File: config.mk
export PLATFORM = sky130hd
export DESIGN_NAME = fpec_flash_ctrl
export DESIGN_NICKNAME = d
export VERILOG_FILES = /design/src/design/fpec_pkg.sv /design/src/design/fpec_elapse_timer.sv /design/src/design/fpec_prot_check.sv /design/src/design/fpec_flash_ctrl.sv
export VERILOG_INCLUDE_DIRS = /design/src /design/src/design
export SDC_FILE = /design/constraint.sdc
export NUM_CORES = 1
export LEC_CHECK = 0
export BUFFER_PORTS_ARGS = -buffer_cell sky130_fd_sc_hd__buf_2
export CORE_MARGIN = 4
export CORE_UTILIZATION = 51
export DETAILED_ROUTE_END_ITERATION = 8
export PLACE_DENSITY = 0.89
export SLEW_MARGIN = 20
export SYNTH_ARGS = -nofsm -noshare
export SYNTH_HDL_FRONTEND = slang
export SYNTH_SLANG_ARGS = --single-unit
File: constraint.sdc
create_clock -name hclk -period 2.9 [get_ports hclk]
set_input_delay 0 -clock hclk [delete_from_list [all_inputs] [get_ports hclk]]
set_output_delay 0 -clock hclk [all_outputs]
set_load 0.005 [all_outputs]
File: src/design/fpec_map.svh
// Register indices, field positions, reset values and timing counts
`ifndef FPEC_MAP_SVH
`define FPEC_MAP_SVH

// Register indices; byte address on the bus is four times the index
`define FPEC_CTRL_IDX 16'hFE08
`define FPEC_PROT_IDX 16'hFF81
`define FPEC_STAT_IDX 16'hFE0A

// Control register fields
`define FPEC_BIT_PROGRAM 0
`define FPEC_BIT_ERASE 1
`define FPEC_BIT_MASS 2
`define FPEC_BIT_HV_EN 3
`define FPEC_CTRL_RST 4'h0

// Status register fields, write one to clear bits 0 to 3
`define FPEC_ST_ROW_FAIL 0
`define FPEC_ST_EARLY_WR 1
`define FPEC_ST_HV_REFUSED 2
`define FPEC_ST_BAD_SEL 3
`define FPEC_ST_STANDBY 4
`define FPEC_ST_LATCHED 5
`define FPEC_ST_PROT_READ 6
`define FPEC_ST_HV_ON 7

// Second array user space
`define FPEC_A2_LO0 16'h0462
`define FPEC_A2_HI0 16'h04FF
`define FPEC_A2_LO1 16'h0980
`define FPEC_A2_HI1 16'h1B7F
`define FPEC_A2_LO2 16'h1E20
`define FPEC_A2_HI2 16'h7FFF
`define FPEC_PROT_NONE 8'hFF

// Timing
`define FPEC_CLK_MHZ 125
`define FPEC_SETUP_US 10
`define FPEC_START_US 5
`define FPEC_SETUP_CYC (`FPEC_SETUP_US * `FPEC_CLK_MHZ)
`define FPEC_START_CYC (`FPEC_START_US * `FPEC_CLK_MHZ)

`endif

File: src/design/fpec_pkg.sv
// Types shared by the flash program and erase controller
package fpec_pkg;

  typedef enum logic [5:0] {
    ST_IDLE  = 6'h01,
    ST_SEL   = 6'h02,
    ST_PROT  = 6'h04,
    ST_LATCH = 6'h08,
    ST_HV    = 6'h10,
    ST_CLOSE = 6'h20
  } fpec_seq_e;

  typedef struct packed {
    logic high_voltage_enable;
    logic mass;
    logic erase;
    logic program_select;
  } fpec_ctrl_s;

  // Controls towards the second array macro
  typedef struct packed {
    logic standby;
    logic hv;
    logic program_select;
    logic erase;
    logic mass;
    logic wr_pulse;
    logic [15:0] addr;
    logic [7:0] wdata;
  } fpec_arr_s;

endpackage

File: src/design/fpec_elapse_timer.sv
// Elapsed-time tracker: flags when a minimum wait has passed
`timescale 1ns/100ps
module fpec_elapse_timer #(
  parameter int unsigned CYCLES = 1250
) (
  // Clock and reset
  input wire logic hclk,
  input wire logic hresetn,
  // Control
  input wire logic restart,
  input wire logic run,
  // Result
  output logic done
);
  import fpec_pkg::*;

  localparam int W = $clog2(CYCLES + 1);
  localparam logic [W-1:0] LIMIT = W'(CYCLES);

  typedef struct packed {
    logic [W-1:0] cnt;
  } fpec_tmr_s;

  fpec_tmr_s q, d;

  initial begin
    if (CYCLES < 1 || CYCLES > 4096) begin
      $error("fpec_elapse_timer: CYCLES out of range");
    end
  end

  // Saturating count keeps done high until the next restart
  always_comb begin
    d = q;
    if (restart) begin
      d.cnt = '0;
    end else if (run && q.cnt != LIMIT) begin
      d.cnt = q.cnt + W'(1);
    end
  end

  always_ff @(posedge hclk or negedge hresetn) begin
    if (!hresetn) begin
      q <= '0;
    end else begin
      q <= d;
    end
  end

  assign done = (q.cnt == LIMIT);

  chk_done_exact: assert property (@(posedge hclk) disable iff (!hresetn)
    $rose(done) |-> $past(q.cnt) == LIMIT - W'(1) && $past(run))
    else $error("timer done without full count");

endmodule

File: src/design/fpec_prot_check.sv
// Protected-range decode for the second array
`timescale 1ns/100ps
`include "fpec_map.svh"
module fpec_prot_check (
  // Protect byte and address under test
  input wire logic [7:0] prot_byte,
  input wire logic [15:0] addr,
  // Result
  output logic hit,
  output logic any_prot
);
  import fpec_pkg::*;

  logic [15:0] start;

  assign start = {1'b0, prot_byte, 7'h00};
  assign any_prot = (prot_byte != `FPEC_PROT_NONE);
  assign hit = any_prot && addr >= start && addr <= `FPEC_A2_HI2;

endmodule

File: src/design/fpec_flash_ctrl.sv
// Second-array program/erase controller with AHB-Lite register port
//
// Decided for this implementation: register access over AHB-Lite.
`timescale 1ns/100ps
`include "fpec_map.svh"

// Functional notes
// - Programming covers one aligned 64-byte row; other-row writes fail.
// - Program select enables latching of address and data from array writes.
// - Wait mode suspends operation into standby; no effect in read mode.
// - Stop mode suspends operation into standby; other array controls inactive.
// - Erased bits read one, two 64-byte rows per 128-byte page.
// - Array space at 0462, 0980, 1E20 ranges; control FE08, protect FF81.
// - High voltage sets only with a select and full preparatory sequence.
// - Mass bit chooses mass erase when one, page erase when zero.
// - Program and erase selects never both one; setting both is refused.
// - Protect byte lives in first array and is read-only here.
// - High voltage refused when the latched location is protected.
// - Protect byte gives address bits 14 to 7; range ends at 7FFF.
module fpec_flash_ctrl (
  // Clock and reset
  input wire logic hclk,
  input wire logic hresetn,
  // AHB-Lite slave
  input wire logic hsel,
  input wire logic [31:0] haddr,
  input wire logic [1:0] htrans,
  input wire logic hwrite,
  input wire logic [2:0] hsize,
  input wire logic [31:0] hwdata,
  input wire logic hready,
  output logic hreadyout,
  output logic hresp,
  output logic [31:0] hrdata,
  // First array protect byte and second array read data
  input wire logic [7:0] prot_byte,
  input wire logic [7:0] arr_rdata,
  // Low-power modes
  input wire logic wait_mode,
  input wire logic stop_mode,
  // Array controls
  output logic [15:0] arr_raddr,
  output fpec_pkg::fpec_arr_s arr
);
  import fpec_pkg::*;

  typedef struct packed {
    fpec_seq_e seq;
    fpec_ctrl_s ctrl;
    logic wr_pend;
    logic [15:0] wr_idx;
    logic [31:0] rdata;
    logic [15:0] lat_addr;
    logic [7:0] lat_data;
    logic wpulse;
    logic row_fail;
    logic early_wr;
    logic hv_refused;
    logic bad_sel;
  } fpec_state_s;

  fpec_state_s q, d;

  logic ap_valid;
  logic [15:0] ap_idx;
  logic [7:0] wd;
  logic wr_ctrl, wr_stat, wr_arr;
  logic ap_in_arr, wr_in_arr;
  logic sel_any, susp;
  logic nvs_done, pgs_done;
  logic prot_hit, any_prot;
  logic hv_ok, hv_req, hv_grant;
  logic new_program, new_erase, both_req;
  logic program_on, hv_on;
  logic nvs_restart, pgs_restart;
  logic set_row_fail, set_early, set_refused, set_bad_sel;
  logic [7:0] status;
  logic [7:0] rd_mux;

  function automatic logic in_array2(input logic [15:0] a);
    in_array2 = (a >= `FPEC_A2_LO0 && a <= `FPEC_A2_HI0) ||
                (a >= `FPEC_A2_LO1 && a <= `FPEC_A2_HI1) ||
                (a >= `FPEC_A2_LO2 && a <= `FPEC_A2_HI2);
  endfunction

  // Bus decode: one word per location index
  assign ap_valid = hsel && htrans[1] && hready;
  assign ap_idx = haddr[17:2];
  assign wd = hwdata[7:0];
  assign ap_in_arr = in_array2(ap_idx);
  assign wr_in_arr = in_array2(q.wr_idx);
  assign wr_ctrl = q.wr_pend && q.wr_idx == `FPEC_CTRL_IDX;
  assign wr_stat = q.wr_pend && q.wr_idx == `FPEC_STAT_IDX;
  assign wr_arr = q.wr_pend && wr_in_arr;

  assign program_on = q.ctrl.program_select;
  assign hv_on = q.ctrl.high_voltage_enable;
  assign sel_any = program_on || q.ctrl.erase;
  // suspend only while an operation is in progress
  assign susp = (wait_mode || stop_mode) && (sel_any || hv_on);

  fpec_prot_check u_prot (
    .prot_byte(prot_byte),
    .addr(q.lat_addr),
    .hit(prot_hit),
    .any_prot(any_prot)
  );

  fpec_elapse_timer #(
    .CYCLES(`FPEC_SETUP_CYC)
  ) u_nvs (
    .hclk(hclk),
    .hresetn(hresetn),
    .restart(nvs_restart),
    .run(q.seq == ST_LATCH),
    .done(nvs_done)
  );

  fpec_elapse_timer #(
    .CYCLES(`FPEC_START_CYC)
  ) u_pgs (
    .hclk(hclk),
    .hresetn(hresetn),
    .restart(pgs_restart),
    .run(q.seq == ST_HV),
    .done(pgs_done)
  );

  // full preparatory sequence, setup time met, not suspended
  // mass erase needs the whole array unprotected
  assign hv_ok = sel_any && q.seq == ST_LATCH && nvs_done && !prot_hit &&
                 !(q.ctrl.erase && q.ctrl.mass && any_prot) && !susp &&
                 new_program == program_on && new_erase == q.ctrl.erase &&
                 wd[`FPEC_BIT_MASS] == q.ctrl.mass;
  assign hv_req = wr_ctrl && wd[`FPEC_BIT_HV_EN] && !hv_on;
  assign hv_grant = hv_req && hv_ok;

  // a write asking for both selects keeps the old pair
  assign both_req = wd[`FPEC_BIT_PROGRAM] && wd[`FPEC_BIT_ERASE];
  assign new_program = both_req ? program_on : wd[`FPEC_BIT_PROGRAM];
  assign new_erase = both_req ? q.ctrl.erase : wd[`FPEC_BIT_ERASE];

  assign nvs_restart = wr_arr && sel_any && q.seq == ST_PROT;
  assign pgs_restart = hv_grant;

  // byte writes outside the latched row fail the cycle
  assign set_row_fail = wr_arr && q.seq == ST_HV && program_on &&
                        q.wr_idx[15:6] != q.lat_addr[15:6];
  assign set_early = wr_arr && q.seq == ST_HV && program_on && !pgs_done;
  assign set_refused = hv_req && !hv_ok;
  assign set_bad_sel = wr_ctrl && both_req;

  always_comb begin
    status = 8'h00;
    status[`FPEC_ST_ROW_FAIL] = q.row_fail;
    status[`FPEC_ST_EARLY_WR] = q.early_wr;
    status[`FPEC_ST_HV_REFUSED] = q.hv_refused;
    status[`FPEC_ST_BAD_SEL] = q.bad_sel;
    status[`FPEC_ST_STANDBY] = susp;
    status[`FPEC_ST_LATCHED] = (q.seq == ST_LATCH) || (q.seq == ST_HV);
    status[`FPEC_ST_PROT_READ] = (q.seq == ST_PROT);
    status[`FPEC_ST_HV_ON] = hv_on;
  end

  always_comb begin
    rd_mux = 8'h00;
    if (ap_idx == `FPEC_CTRL_IDX) begin
      rd_mux = {4'h0, hv_on, q.ctrl.mass, q.ctrl.erase, program_on};
    end else if (ap_idx == `FPEC_PROT_IDX) begin
      // protect byte is only read here
      rd_mux = prot_byte;
    end else if (ap_idx == `FPEC_STAT_IDX) begin
      rd_mux = status;
    end else if (ap_in_arr) begin
      // array data passes as stored, erased bits as ones
      rd_mux = arr_rdata;
    end
  end

  always_comb begin
    d = q;
    d.wpulse = 1'b0;
    d.wr_pend = ap_valid && hwrite;
    if (ap_valid) begin
      d.wr_idx = ap_idx;
    end
    if (ap_valid && !hwrite) begin
      d.rdata = {24'h000000, rd_mux};
      // protect read follows the select step
      if (ap_idx == `FPEC_PROT_IDX && q.seq == ST_SEL) begin
        d.seq = ST_PROT;
      end
    end

    if (wr_ctrl) begin
      d.ctrl.program_select = new_program;
      d.ctrl.erase = new_erase;
      d.ctrl.mass = wd[`FPEC_BIT_MASS];
      if (!wd[`FPEC_BIT_HV_EN]) begin
        d.ctrl.high_voltage_enable = 1'b0;
      end else if (hv_grant) begin
        d.ctrl.high_voltage_enable = 1'b1;
      end
      if (!new_program && !new_erase) begin
        d.seq = (d.ctrl.high_voltage_enable) ? ST_CLOSE : ST_IDLE;
      end else if (new_program != program_on ||
                   new_erase != q.ctrl.erase) begin
        // Changing the operation restarts the preparatory sequence
        d.seq = ST_SEL;
      end else if (hv_grant) begin
        d.seq = ST_HV;
      end
      if (q.seq == ST_CLOSE && !d.ctrl.high_voltage_enable &&
          !new_program && !new_erase) begin
        d.seq = ST_IDLE;
      end
    end

    // array writes ignored without a select
    if (wr_arr && sel_any) begin
      case (q.seq)
        ST_PROT: begin
          // first write latches the row or page address
          d.lat_addr = q.wr_idx;
          d.lat_data = wd;
          d.seq = ST_LATCH;
        end
        ST_HV: begin
          // program write latches address and data
          if (program_on && !set_row_fail) begin
            d.lat_addr = q.wr_idx;
            d.lat_data = wd;
            d.wpulse = 1'b1;
          end
        end
        default: begin
          d.seq = q.seq;
        end
      endcase
    end

    // Sticky flags: a new event wins over a clear in the same cycle
    if (wr_stat) begin
      d.row_fail = q.row_fail && !wd[`FPEC_ST_ROW_FAIL];
      d.early_wr = q.early_wr && !wd[`FPEC_ST_EARLY_WR];
      d.hv_refused = q.hv_refused && !wd[`FPEC_ST_HV_REFUSED];
      d.bad_sel = q.bad_sel && !wd[`FPEC_ST_BAD_SEL];
    end
    d.row_fail = d.row_fail || set_row_fail;
    d.early_wr = d.early_wr || set_early;
    d.hv_refused = d.hv_refused || set_refused;
    d.bad_sel = d.bad_sel || set_bad_sel;
  end

  always_ff @(posedge hclk or negedge hresetn) begin
    if (!hresetn) begin
      q.seq <= ST_IDLE;
      q.ctrl <= `FPEC_CTRL_RST;
      q.wr_pend <= 1'b0;
      q.wr_idx <= 16'h0000;
      q.rdata <= 32'h00000000;
      q.lat_addr <= 16'h0000;
      q.lat_data <= 8'hFF;
      q.wpulse <= 1'b0;
      q.row_fail <= 1'b0;
      q.early_wr <= 1'b0;
      q.hv_refused <= 1'b0;
      q.bad_sel <= 1'b0;
    end else begin
      q <= d;
    end
  end

  // Zero-wait slave; read data is registered at the address phase
  assign hreadyout = 1'b1;
  assign hresp = 1'b0;
  assign hrdata = q.rdata;
  assign arr_raddr = ap_idx;

  // suspension raises standby and forces the other array controls inactive
  always_comb begin
    arr.standby = susp;
    arr.hv = hv_on && !susp;
    arr.program_select = program_on && !susp;
    arr.erase = q.ctrl.erase && !susp;
    arr.mass = q.ctrl.mass && q.ctrl.erase && !susp;
    arr.wr_pulse = q.wpulse && !susp;
    arr.addr = q.lat_addr;
    arr.wdata = q.lat_data;
  end

  chk_sel_interlock: assert property (
    @(posedge hclk) disable iff (!hresetn)
    !(program_on && q.ctrl.erase))
    else $error("program and erase selected together");

  chk_hv_sequence: assert property (
    @(posedge hclk) disable iff (!hresetn)
    $rose(hv_on) |-> $past(q.seq) == ST_LATCH && $past(nvs_done)
      && q.seq == ST_HV)
    else $error("high voltage set outside sequence");

  chk_hv_protect: assert property (
    @(posedge hclk) disable iff (!hresetn)
    hv_req && prot_hit |=> !hv_on && q.hv_refused)
    else $error("high voltage set on protected location");

  chk_mass_guard: assert property (
    @(posedge hclk) disable iff (!hresetn)
    hv_req && q.ctrl.mass && q.ctrl.erase && any_prot |=> !hv_on)
    else $error("mass erase allowed with protection");

  chk_row_bound: assert property (
    @(posedge hclk) disable iff (!hresetn)
    set_row_fail |=> q.row_fail && !q.wpulse && $stable(q.lat_addr))
    else $error("other-row write not failed");

  chk_latch_step: assert property (
    @(posedge hclk) disable iff (!hresetn)
    wr_arr && sel_any && q.seq == ST_PROT |=>
      q.seq == ST_LATCH && q.lat_addr == $past(q.wr_idx))
    else $error("select write not latched");

  chk_idle_ignore: assert property (
    @(posedge hclk) disable iff (!hresetn)
    wr_arr && !sel_any |=> $stable(q.lat_addr) && !q.wpulse)
    else $error("array write latched without select");

  chk_susp_quiet: assert property (
    @(posedge hclk) disable iff (!hresetn)
    susp |-> arr.standby && !arr.hv && !arr.program_select && !arr.erase
      && !arr.wr_pulse)
    else $error("array active while suspended");

  chk_read_wait: assert property (
    @(posedge hclk) disable iff (!hresetn)
    (wait_mode || stop_mode) && !sel_any && !hv_on |-> !arr.standby)
    else $error("standby entered in read mode");

  chk_prot_step: assert property (
    @(posedge hclk) disable iff (!hresetn)
    ap_valid && !hwrite && ap_idx == `FPEC_PROT_IDX && q.seq == ST_SEL
      && !wr_ctrl |=> q.seq == ST_PROT)
    else $error("protect read did not advance sequence");

endmodule

# Word-level counts from Yosys, hierarchy flattened
# Index checks and enable logic that the tools add are counted.
dict set report word_totals {
  ff_bits 85
  latchBits 0
  mem_bits_rw 0
  romBits 0
  wordCells 171
  n_memories 0
}
dict set report op_classes {
  addsub 2
  mul 0
  div_mod_pow 0
  n_lt_le_gt_ge 14
  n_eq_ne 23
  n_shift 0
  muxes 28
  bitwise 0
  n_reduce_logical 87
}
# cell count
set ops {}
lappend ops {{== test 16 bit (second input constant)} 5}
lappend ops {{logical AND 1 bit} 55}
lappend ops {{<= comparator 16 x 15 -> 1 bit (second input constant)} 3}
lappend ops {{2-to-1 mux 6 bit} 8}
lappend ops {{case mux 24 bit (2 select lines)} 1}
lappend ops {{>= comparator 16 x 11 -> 1 bit (second input constant)} 2}
lappend ops {{>= comparator 16 x 12 -> 1 bit (second input constant)} 2}
lappend ops {{>= comparator 16 x 13 -> 1 bit (second input constant)} 2}
lappend ops {{<= comparator 16 x 11 -> 1 bit (second input constant)} 2}
lappend ops {{<= comparator 16 x 13 -> 1 bit (second input constant)} 2}
lappend ops {{2-to-1 mux 8 bit} 4}
lappend ops {{2-to-1 mux 10 bit} 3}
lappend ops {{2-to-1 mux 25 bit} 1}
lappend ops {{2-to-1 mux 11 bit} 2}
lappend ops {{>= comparator 16 x 15 -> 1 bit} 1}
lappend ops {{logical NOT 1 bit} 15}
lappend ops {{logical OR 1 bit} 13}
lappend ops {{case mux 6 bit (2 select lines)} 1}
lappend ops {{adder 11 x 1 -> 11 bit (second input constant)} 1}
lappend ops {{== test 11 bit (second input constant)} 1}
lappend ops {{!= test 11 bit (second input constant)} 1}
lappend ops {{adder 10 x 1 -> 10 bit (second input constant)} 1}
lappend ops {{== test 10 bit (second input constant)} 1}
lappend ops {{!= test 10 bit} 1}
lappend ops {{other kinds (15)} 26}

# Logic depth before layout (Yosys ltp)
# Gate-level depths: netlist of run 1.
dict set report logic_depth {
  depth_word 22
  depth_mapped 9
  ltp_nobuf 8
}

# By module
# Synthesis of run 1 repeated with hierarchy kept, for this count alone.
dict set report hier_totals {
  hier_cells 547
  hier_area_um2 5440.2
}
# module instances cells_per_inst area_each_um2
set by_module_without_submodules {}
lappend by_module_without_submodules {fpec_flash_ctrl 1 389 3988.8}
lappend by_module_without_submodules {{fpec_elapse_timer at u_nvs} 1 66 631.9}
lappend by_module_without_submodules {{fpec_elapse_timer at u_pgs} 1 58 570.5}
lappend by_module_without_submodules {fpec_prot_check 1 34 249.0}

# Least setup slack after synthesis of run 1
# Ideal clock, no wire load.
dict set report synth_path {
  path_kind {register to register}
  from {reg q[73] (netlist name)}
  to {reg q (netlist bit arr[11])}
  arrival_ns 2.045
  t_required_ns 2.775
  path_slack_ns 0.730
  path_stages_with_launch 10
  n_path_buf 3
  period_less_slack_ns 2.170
  path_cell_list {dfrtp_1 > clkbuf_1 > xor2_1 > nor4_1 > nand4_1 > o31ai_1 > and2_1 > buf_6 > buf_12 > mux2_4}
}
dict set report synth_between {
  elab_chain_cells 12
}
# element line_no
set synth_lines {}
lappend synth_lines {{start: declaration} fpec_flash_ctrl.sv:62} ;# fpec_state_s q, d;
lappend synth_lines {{>= comparator 16 x 11 -> 1 bit (no line), or another cell as far along} --}
lappend synth_lines {{logical AND 1 bit (no line)} --}
lappend synth_lines {{logical OR 1 bit (2 in a row)} fpec_flash_ctrl.sv:81} ;# in_array2 = (a >= `FPEC_A2_LO0 && a <= `FPEC_A2_HI0) ||
lappend synth_lines {{logical AND 1 bit} fpec_flash_ctrl.sv:94} ;# assign wr_arr = q.wr_pend && wr_in_arr;
lappend synth_lines {{logical AND 1 bit (3 in a row)} fpec_flash_ctrl.sv:147} ;# assign set_row_fail = wr_arr && q.seq == ST_HV && program_on &&
lappend synth_lines {{logical NOT 1 bit} fpec_flash_ctrl.sv:230} ;# if (program_on && !set_row_fail) begin
lappend synth_lines {{logical AND 1 bit} fpec_flash_ctrl.sv:230}
lappend synth_lines {{!= test 2 bit (no line)} --}
lappend synth_lines {{AND reduction 3 bit (no line) *} --}
# Mark *: on every way between the ends. The rest lies on a longest branch, timed or not.
# A chain may end at the register's enable or synchronous reset.

# Worst setup path in the final report of run 1
dict set report layout_path {
  from {reg q[68] (netlist name)}
  to {reg q (netlist bit arr[10])}
}
# The elaborated chain is that of the path after synthesis.

==> impl_metrics.ini, run 1 <==
[worst_setup_path]
rrSetupSlack_ns = 0.24
slowest_stage = o31ai_1
worstSetupEndpoint = arr[10]
worstSetupStartpointType = flop
r2r_end = arr[10]
r2r_start = q[68]
path_max_fanout = 18
cpPeakStageDelay_ns = 0.50
crit_type = reg -> reg
ff2ff_path_depth = 7
end_kind = flop
startpoint = q[68]
cp_cell_sequence = xor2_1 -> nor4_1 -> nand4_1 -> o31ai_1 -> and2_1 -> buf_12 -> mux2_2
critPathArrivalTime_ns = 2.91
crit_required_ns = 3.15

[route]
top_layer = met4
postRouteAntennaNets = 0
dr.pass1.iters = 5
drt_iter0_drc = 345
wl_met2_um = 6758
via_per_inst = 5.808
dr_wl_met3_um = 1245
routed_wl_um = 13510
drc_errors = 0
vias = 4385
met1_length_um = 5009
wl_per_cell_um = 17.90

[global_routing]
gr-total-overflow = 0
grt_first_pass_wirelength_um = 21910
grt_use_total_pct = 23.61
grt_pass1_vias = 4455
antenna_found_initial = 1
grt_max_degree = 86

[finish]
layout_common_cells = buf_2, dfrtp_1, nor2_1, dlygate4sd3_1, nand2_1
post-route-util_pct = 60.50
design_area_um2 = 5968
drive_above_1_share_pct = 27.38
area_growth_pct = 14.22
final_common_cell = buf_2
fin_nets = 720
fin_cells = 755

[timing]
setup_viol = 0
setup_tns_ns = 0
tightest_slew_ns = 0.8929
fmax_ghz = 0.3763
slew_viol_final = 0
hold_viol = 0
clock_skew_ns = 0.01703
rsz0062_at_grt = no
min_period_over_period_pct = 91.63
relSlewSlack_pct = 40.35
period_minus_slack_ns = 2.657

[place]
gp_congestion = 0.9976
dpl.hpwl_um = 9285
dpl.cell_count = 705
placedInstanceArea_um2 = 5391
io_buffers = 101

[clock_network]
cts_tree = done
cts-resized-gates = 0
h-tree-depth = 3
path_clk_slew_ns = 0.09
cts_sinks = 85
cts_inserted_buffers = 9
clock_path_buffers = 2
cts_root_buf = clkbuf_8
clk_latency_ns = 0.38

[floorplan]
die_h_um = 109.2
io_pins = 172
dieArea_um2 = 11930
dieWidth_um = 109.2
num_rows = 36
core_area_um2 = 9864
initial_core_util_pct = 52.97

[power_and_ir_drop]
cellPowerDensity_nw_per_um2 = 459.9
vdd_ir_drop_max_mv = 0.3223
p_leak_nw = 2.819

[synth]
ys.flop_type = dfrtp_1
synth_top_cell_by_area = dfrtp_1
syn_inst = 531
ys_top_cells_by_area = dfrtp_1, buf_4, mux2_4, dfstp_2, mux2_2
ys_warn_count = 0
synth.cell_area_um2 = 5225
netlist.area_leader.share_pct = 36.40
syn_area_per_cell_um2 = 9.840
synth-edff-count = 0
post_synth_num_cell_types = 56
ys_async_sr_fraction_pct = 100.0
yosys_register_bits = 85
ys_seq_area_share_pct = 40.92

[outcome]
status = completed

[job]
drv_cap = 0

[hold_path]
hp-class = in -> reg
==> through the flow <==
| step | worst slack [ns] | power (W) | hold WS, ns |
|---|---|---|---|
| 6_report | 0.2428 | 0.002745 | 0.03665 |
| 5_1_grt | 0.06617 | 0.002850 | 0.03939 |
| 4_1_cts | 0.3144 | 0.002734 | 0.01379 |
| 3_5_place_dp | 0.3845 | 0.001685 | 0.2096 |
| 3_3_place_gp | 0.4079 | 0.001663 | 0.2059 |
| 2_1_floorplan | 0.7298 | 0.001583 | -0.2956 |
==> cell type report <==
| cell class | count | area, um2 |
|---|---|---|
| fill | 748 | 3896 |
| multi-input combinational | 359 | 2442 |
| sequential | 85 | 2138 |
| timing repair buffer | 140 | 899.6 |
| tap | 133 | 166.4 |
| clock buffer | 12 | 145.1 |
| clock inverter | 4 | 95.09 |
| inverter | 21 | 78.83 |
| antenna | 1 | 2.502 |
==> logic make-up (layout without fill, tap and decap cells) <==
family / after synthesis / in the layout / synth area share, %
buffers and inverters: 111 / 177 / 14.06
DFF: 85 / 85 / 40.92
AOI/OAI and AO/OA: 77 / 77 / 10.15
muxes: 39 / 39 / 9.602
xor gates and xnor gates: 27 / 27 / 4.526
other: 2 / 27 / 0.1437
and+or+nand+nor: 178 / 178 / 17.72
adders and majority gates: 12 / 12 / 2.873
==> synthesized netlist by cell type, drive strengths merged, types with 3 or more instances <==
master  number
and4         6
and3        10
nor4b        3
o211ai       3
a211oi       6
a22oi        7
ha          12
o21a         3
nor2b        8
xor2        18
nand3       17
or3          3
nand2       32
nand4       15
clkbuf      10
xnor2        9
o21ai       19
nor4         8
dfstp        9
inv         21
nor2        47
dfrtp       76
a221o        6
mux2        38
nor3        11
a21oi       13
nand2b       5
and2         6
buf         80
==> report_power, final <==
| group | switching (W) | total (W) | internal, W |
|---|---|---|---|
| clock network | 0.000431 | 0.00103 | 0.000595 |
| registers | 0.0000948 | 0.00135 | 0.00125 |
| logic | 0.000189 | 0.000369 | 0.000181 |
| total | 0.000715 | 0.00274 | 0.00203 |
==> registers in the layout (all words and copies together) (netlist names) <==
name	count
hv_on	1
q	30
u_pgs.q	10
u_nvs.q	11
program_on	1
hrdata	8
arr	24
==> routing by layer <==
metal  vias to the layer above  global-route usage (%)
met5                         -                       0
met2                       286                   39.52
li1                       1940                       -
met4                         0                   12.73
met3                        48                   5.802
met1                      2111                   27.91
==> how the worst min path moves through the flow <==
stage,cells after the start,start,endpoint,slack [ns]
floorplan,0,hresetn,arr[10],-0.30
global placement,2,haddr[5],arr_raddr[3],0.21
detailed placement,2,haddr[5],arr_raddr[3],0.21
CTS,5,prot_byte[6],hrdata[6],0.01
global route,5,prot_byte[6],hrdata[6],0.04
finish,5,prot_byte[6],hrdata[6],0.04
==> critical path: cells and delay by family, from the launching register on <==
kind,cells,cell delay (ns)
AND/OR/NAND/NOR,3,0.80
AO/OA/AOI/OAI,1,0.50
flip-flops,1,0.48
multiplexers,1,0.35
buffers and inverters,1,0.21
XOR/XNOR,1,0.19
==> timing repair <==
| item | CTS | global route |
|---|---|---|
| hold buffers | 33 | 0 |
| hold endpoints to repair | 113 | 0 |
| buffers inserted | 0 | 0 |
| setup endpoints to repair | 0 | 0 |
Power figures use the tool's default switching activity.
==> inputs of run 2 (changes only) <==
- CAP_MARGIN: not set -> 20
- CORE_UTILIZATION: 51 -> 55
- PLACE_DENSITY: 0.89 -> 0.95
- clock period: 2.9 -> 3.3 ns (I/O delays scaled with it)
==> run 2 against run 1 <==
Compared with the run above: cell count is 0.93% lower; sequential share of layout area is 0.53 points higher; sequential cell count stayed put; wire length is 0.21% higher; die area is 6.7% lower; clock power is 34% lower; sequential power is 12% lower; critical path depth stayed put; largest cell class unchanged.
==> impl_metrics.ini, run 2 (synthesis results as in run 1) <==
[outcome]
status = completed

[clock_network]
path_clk_slew_ns = 0.09
clk_latency_ns = 0.36
cts_tree = done
cts_root_buf = clkbuf_8
cts-resized-gates = 0
h-tree-depth = 3
cts_inserted_buffers = 9
clock_path_buffers = 2
cts_sinks = 85
post_cts_buffers = 0

[timing]
clock_skew_ns = 0.01023
relSlewSlack_pct = 38.91
fmax_ghz = 0.3504
setup_viol = 0
slew_viol_final = 0
tightest_slew_ns = 0.9145
setup_tns_ns = 0
whs_ns = 0.05469
rsz0062_at_grt = no
min_period_over_period_pct = 86.49
hold_viol = 0
period_minus_slack_ns = 2.854

[worst_setup_path]
crit_family = simple AND/OR/NAND/NOR gates
slowest_stage = nor4b_1
critPathBufInv = 1
cp_cell_sequence = nor3_1 -> nor4b_1 -> nand2_1 -> o31ai_1 -> and2_1 -> buf_12 -> mux2_2
worstSetupStartpointType = flop
path_max_fanout = 14
cpPeakStageDelay_ns = 0.67
crit_required_ns = 3.55
end_kind = flop
crit_type = reg -> reg
critPathArrivalTime_ns = 3.10

[route]
drc_errors = 0
via_per_inst = 5.933
vias = 4438
routed_wl_um = 13540
dr.pass1.iters = 5
drt_iter0_drc = 394
postRouteAntennaNets = 0
wl_per_cell_um = 18.10

[global_routing]
grt_max_degree = 86
gr-total-overflow = 0
antenna_found_initial = 0
grt_pass1_vias = 4575
grt_first_pass_wirelength_um = 21940
grt_use_total_pct = 24.38

[floorplan]
num_rows = 35
io_pins = 172
dieArea_um2 = 11120
die_h_um = 105.5
core_area_um2 = 9240
dieWidth_um = 105.5
initial_core_util_pct = 56.55

[finish]
area_growth_pct = 12.57
largest_register_ffs = 30
drive_above_1_share_pct = 27.30
fin_nets = 718
layout_common_cells = buf_2, dfrtp_1, nor2_1, dlygate4sd3_1, nand2_1
regMostFlops = q
final_common_cell = buf_2
antenna_cells = 0

[hold_path]
hp-class = in -> reg

[job]
drv_cap = 0

[place]
io_buffers = 101
gp_congestion = 0.8891
dpl.hpwl_um = 9285

[power_and_ir_drop]
vdd_ir_drop_max_mv = 0.2049
p_leak_nw = 2.778
cellPowerDensity_nw_per_um2 = 371.9
run 2: cell types whose count changed in the layout (fill, tap and decap cells not counted), sizes merged:
cell      before  now
diode          1    0
inv           21   22
clkinvlp       0    1
bufinv         3    0
clkinv         1    3
clkbuf        12   11
buf          107  105
run 2: final timing paths:
kind	startpoint	end	slack [ns]	cells past startpoint
max in group asynchronous	hresetn	u_nvs.q[1]	2.52	2
max reg2reg	q[85]	arr[8]	0.45	7
min	prot_byte[5]	hrdata[5]	0.05	5
max	q[85]	arr[8]	0.45	7
min in group asynchronous	hresetn	arr[13]	0.27	2
min reg2reg	q[82]	q[82]	0.50	2
run 2: timing repair:
action	CTS	global route
hold buffers	33	0
endpoints found under the hold margin	110	0
setup endpoints to repair	0	0
run 2: power breakdown:
part	switching (W)	total (W)	internal, W
registers	0.0000900	0.00119	0.00110
clock network	0.000385	0.000681	0.000296
logic	0.000159	0.000315	0.000156
total	0.000634	0.00219	0.00155
run 2: worst min-delay path, stage by stage:
cell and delay (ns):
buf_2 0.11, inv_1 0.07, a21oi_1 0.06, nor2_1 0.09
nor3_1 0.06
run 2: area by class of cell:
type	count	area, um2
Clock buffer	11	141.4
Fill cell	674	3358
Clock inverter	5	35.03
Timing Repair Buffer	138	884.6
Sequential cell	85	2138
Multi-Input combinational cell	359	2442
Inverter	21	78.83
Tap cell	129	161.4
run 2: per-stage QoR:
stage          worst slack (ns)  area [um2]  util (%)  cells  total power [W]
6_report                 0.4458        5882     63.66    748         0.002188
4_1_cts                  0.5211        5878     63.62    748         0.002183
5_1_grt                  0.3157        5882     63.66    748         0.002275
3_5_place_dp             0.6303        5371     58.13    699         0.001478
3_3_place_gp             0.6738        5371     58.13    699         0.001455
2_1_floorplan             1.130        5315         -    555         0.001391
run 2: metal layers:
layer	global-route usage, %	share of wire (%)
met1	29.13	37
met2	41.35	49
met3	4.409	9.8
met4	13.59	4.4
met5	0	0
==> inputs of run 3 (changes only) <==
- CELL_PAD_IN_SITES_DETAIL_PLACEMENT: not set -> 1
- CELL_PAD_IN_SITES_GLOBAL_PLACEMENT: not set -> 1
- CORE_UTILIZATION: 55 -> 41
==> run 3 against run 2 <==
Compared with the run above: setup slack got worse by 0.12 ns; global-route usage decreased by 1.7 points; first-iteration DRC count decreased by 3.6%; clock power increased by 60%; register-to-register slack got worse by 0.12 ns; final area increased by 2.8%.
==> impl_metrics.ini, run 3 (synthesis results as in run 1) <==
[global_routing]
grt_max_degree = 86
gr-total-overflow = 0
grt_pass1_vias = 4850
grt_use_total_pct = 22.70
antenna_found_initial = 0
grt_first_pass_wirelength_um = 25980

[floorplan]
dieArea_um2 = 14610
die_h_um = 120.9
core_area_um2 = 12260
initial_core_util_pct = 42.61
io_pins = 172
dieWidth_um = 120.9
num_rows = 40

[place]
dpl.hpwl_um = 10880
dp_slack_ns = 0.4757
dpl.cell_count = 738
io_buffers = 101
gp_congestion = 0.8863

[clock_network]
h-tree-depth = 3
clk_latency_ns = 0.35
cts_sinks = 85
path_clk_slew_ns = 0.07
cts_inserted_buffers = 9
clock_path_buffers = 2
cts_tree = done
cts_root_buf = clkbuf_16

[power_and_ir_drop]
vdd_ir_drop_max_mv = 0.2111
p_leak_nw = 2.833
cellPowerDensity_nw_per_um2 = 433.4

[route]
wl_per_cell_um = 20.97
via_per_inst = 5.644
vias = 4436
drt_iter0_drc = 380
drc_errors = 0
postRouteAntennaNets = 0
routed_wl_um = 16480
dr.pass1.iters = 5

[timing]
clock_skew_ns = 0.01328
slew_viol_final = 0
period_minus_slack_ns = 2.976
tightest_slew_ns = 0.7984
setup_viol = 0
fmax_ghz = 0.3360
layout_setup_ws_ns = 0.3238
setup_tns_ns = 0
min_period_over_period_pct = 90.19
rsz0062_at_grt = no
whs_ns = 0.02088
relSlewSlack_pct = 46.66
hold_viol = 0

[worst_setup_path]
crit_required_ns = 3.53
path_max_fanout = 24
worstSetupStartpointType = flop
end_kind = flop
critPathArrivalTime_ns = 3.21
crit_family = simple AND/OR/NAND/NOR gates
slowest_stage = dfrtp_1
critPathBufInv = 1
crit_type = reg -> reg
cp_cell_sequence = xor2_1 -> nor4_1 -> nand4_1 -> o31ai_1 -> and2_1 -> buf_4 -> mux2_2
cpPeakStageDelay_ns = 0.50

[hold_path]
hp-class = in -> reg

[finish]
multi_input_area_um2 = 2442
largest_register_ffs = 30
seqCellArea_um2 = 2138
area_growth_pct = 15.71
layout_common_cells = buf_2, dfrtp_1, nor2_1, nand2_1, dlygate4sd3_1
fill_cells = 1393
drive_above_1_share_pct = 27.51
fin_cells = 786
fin_nets = 717
regMostFlops = q
final_common_cell = buf_2
antenna_cells = 0

[outcome]
status = completed

[job]
drv_cap = 0
==> run 3: changes by cell type in the layout (fill, tap and decap cells not counted) <==
cell,before,now
clkbuf_1,1,0
clkinv_2,2,0
inv_6,1,3
inv_8,0,1
buf_12,1,0
dlygate4sd3_1,33,32
clkbuf_8,10,1
buf_4,3,4
clkinv_4,1,0
clkbuf_16,0,9
bufinv_16,0,1
==> run 3: final cells by class <==
class,instances,area share [%]
multi-input combinational,359,40.40
sequential,85,35.37
timing repair buffer,137,14.26
clock buffer,10,3.953
tap,168,3.477
inverter,21,1.304
clock inverter,6,1.242
==> run 3: final timing paths <==
| path | start | to | slack, ns | cells after the start |
|---|---|---|---|---|
| worst min register to register | q[82] | q[82] | 0.50 | 2 |
| worst max register to register | q[75] | arr[8] | 0.32 | 7 |
| worst max-delay path | q[75] | arr[8] | 0.32 | 7 |
| worst min-delay path | hwdata[3] | hv_on | 0.02 | 2 |
| max in group asynchronous | hresetn | arr[22] | 2.45 | 2 |
| min in group asynchronous | hresetn | q[66] | 0.26 | 2 |
==> run 3: per-layer routing <==
metal | GRT usage [%] | routed length (um) | vias up
met5 | 0 | 0 | -
met4 | 9.490 | 540 | 0
met3 | 4.289 | 1061 | 51
met2 | 39.25 | 8201 | 223
met1 | 27.64 | 6675 | 2221
li1 | - | - | 1941
==> run 3: power breakdown <==
group,internal (W),switching (W)
logic,0.000156,0.000174
registers,0.00110,0.0000966
clock network,0.000622,0.000471
==> run 3: per-stage QoR <==
stage          power (W)  util (%)  area, um2
2_1_floorplan   0.001391         -       5315
3_3_place_gp    0.001464     44.10       5408
3_5_place_dp    0.001489     44.10       5408
4_1_cts         0.002603     49.28       6042
5_1_grt         0.002718     49.31       6046
6_report        0.002620     49.31       6046
==> run 3: what timing repair did <==
| action | 4_1_cts | 5_1_grt |
|---|---|---|
| endpoints found under the hold margin | 107 | 0 |
| hold buffers | 32 | 0 |
| setup buffers | 0 | 0 |
| resized for setup | 0 | 0 |
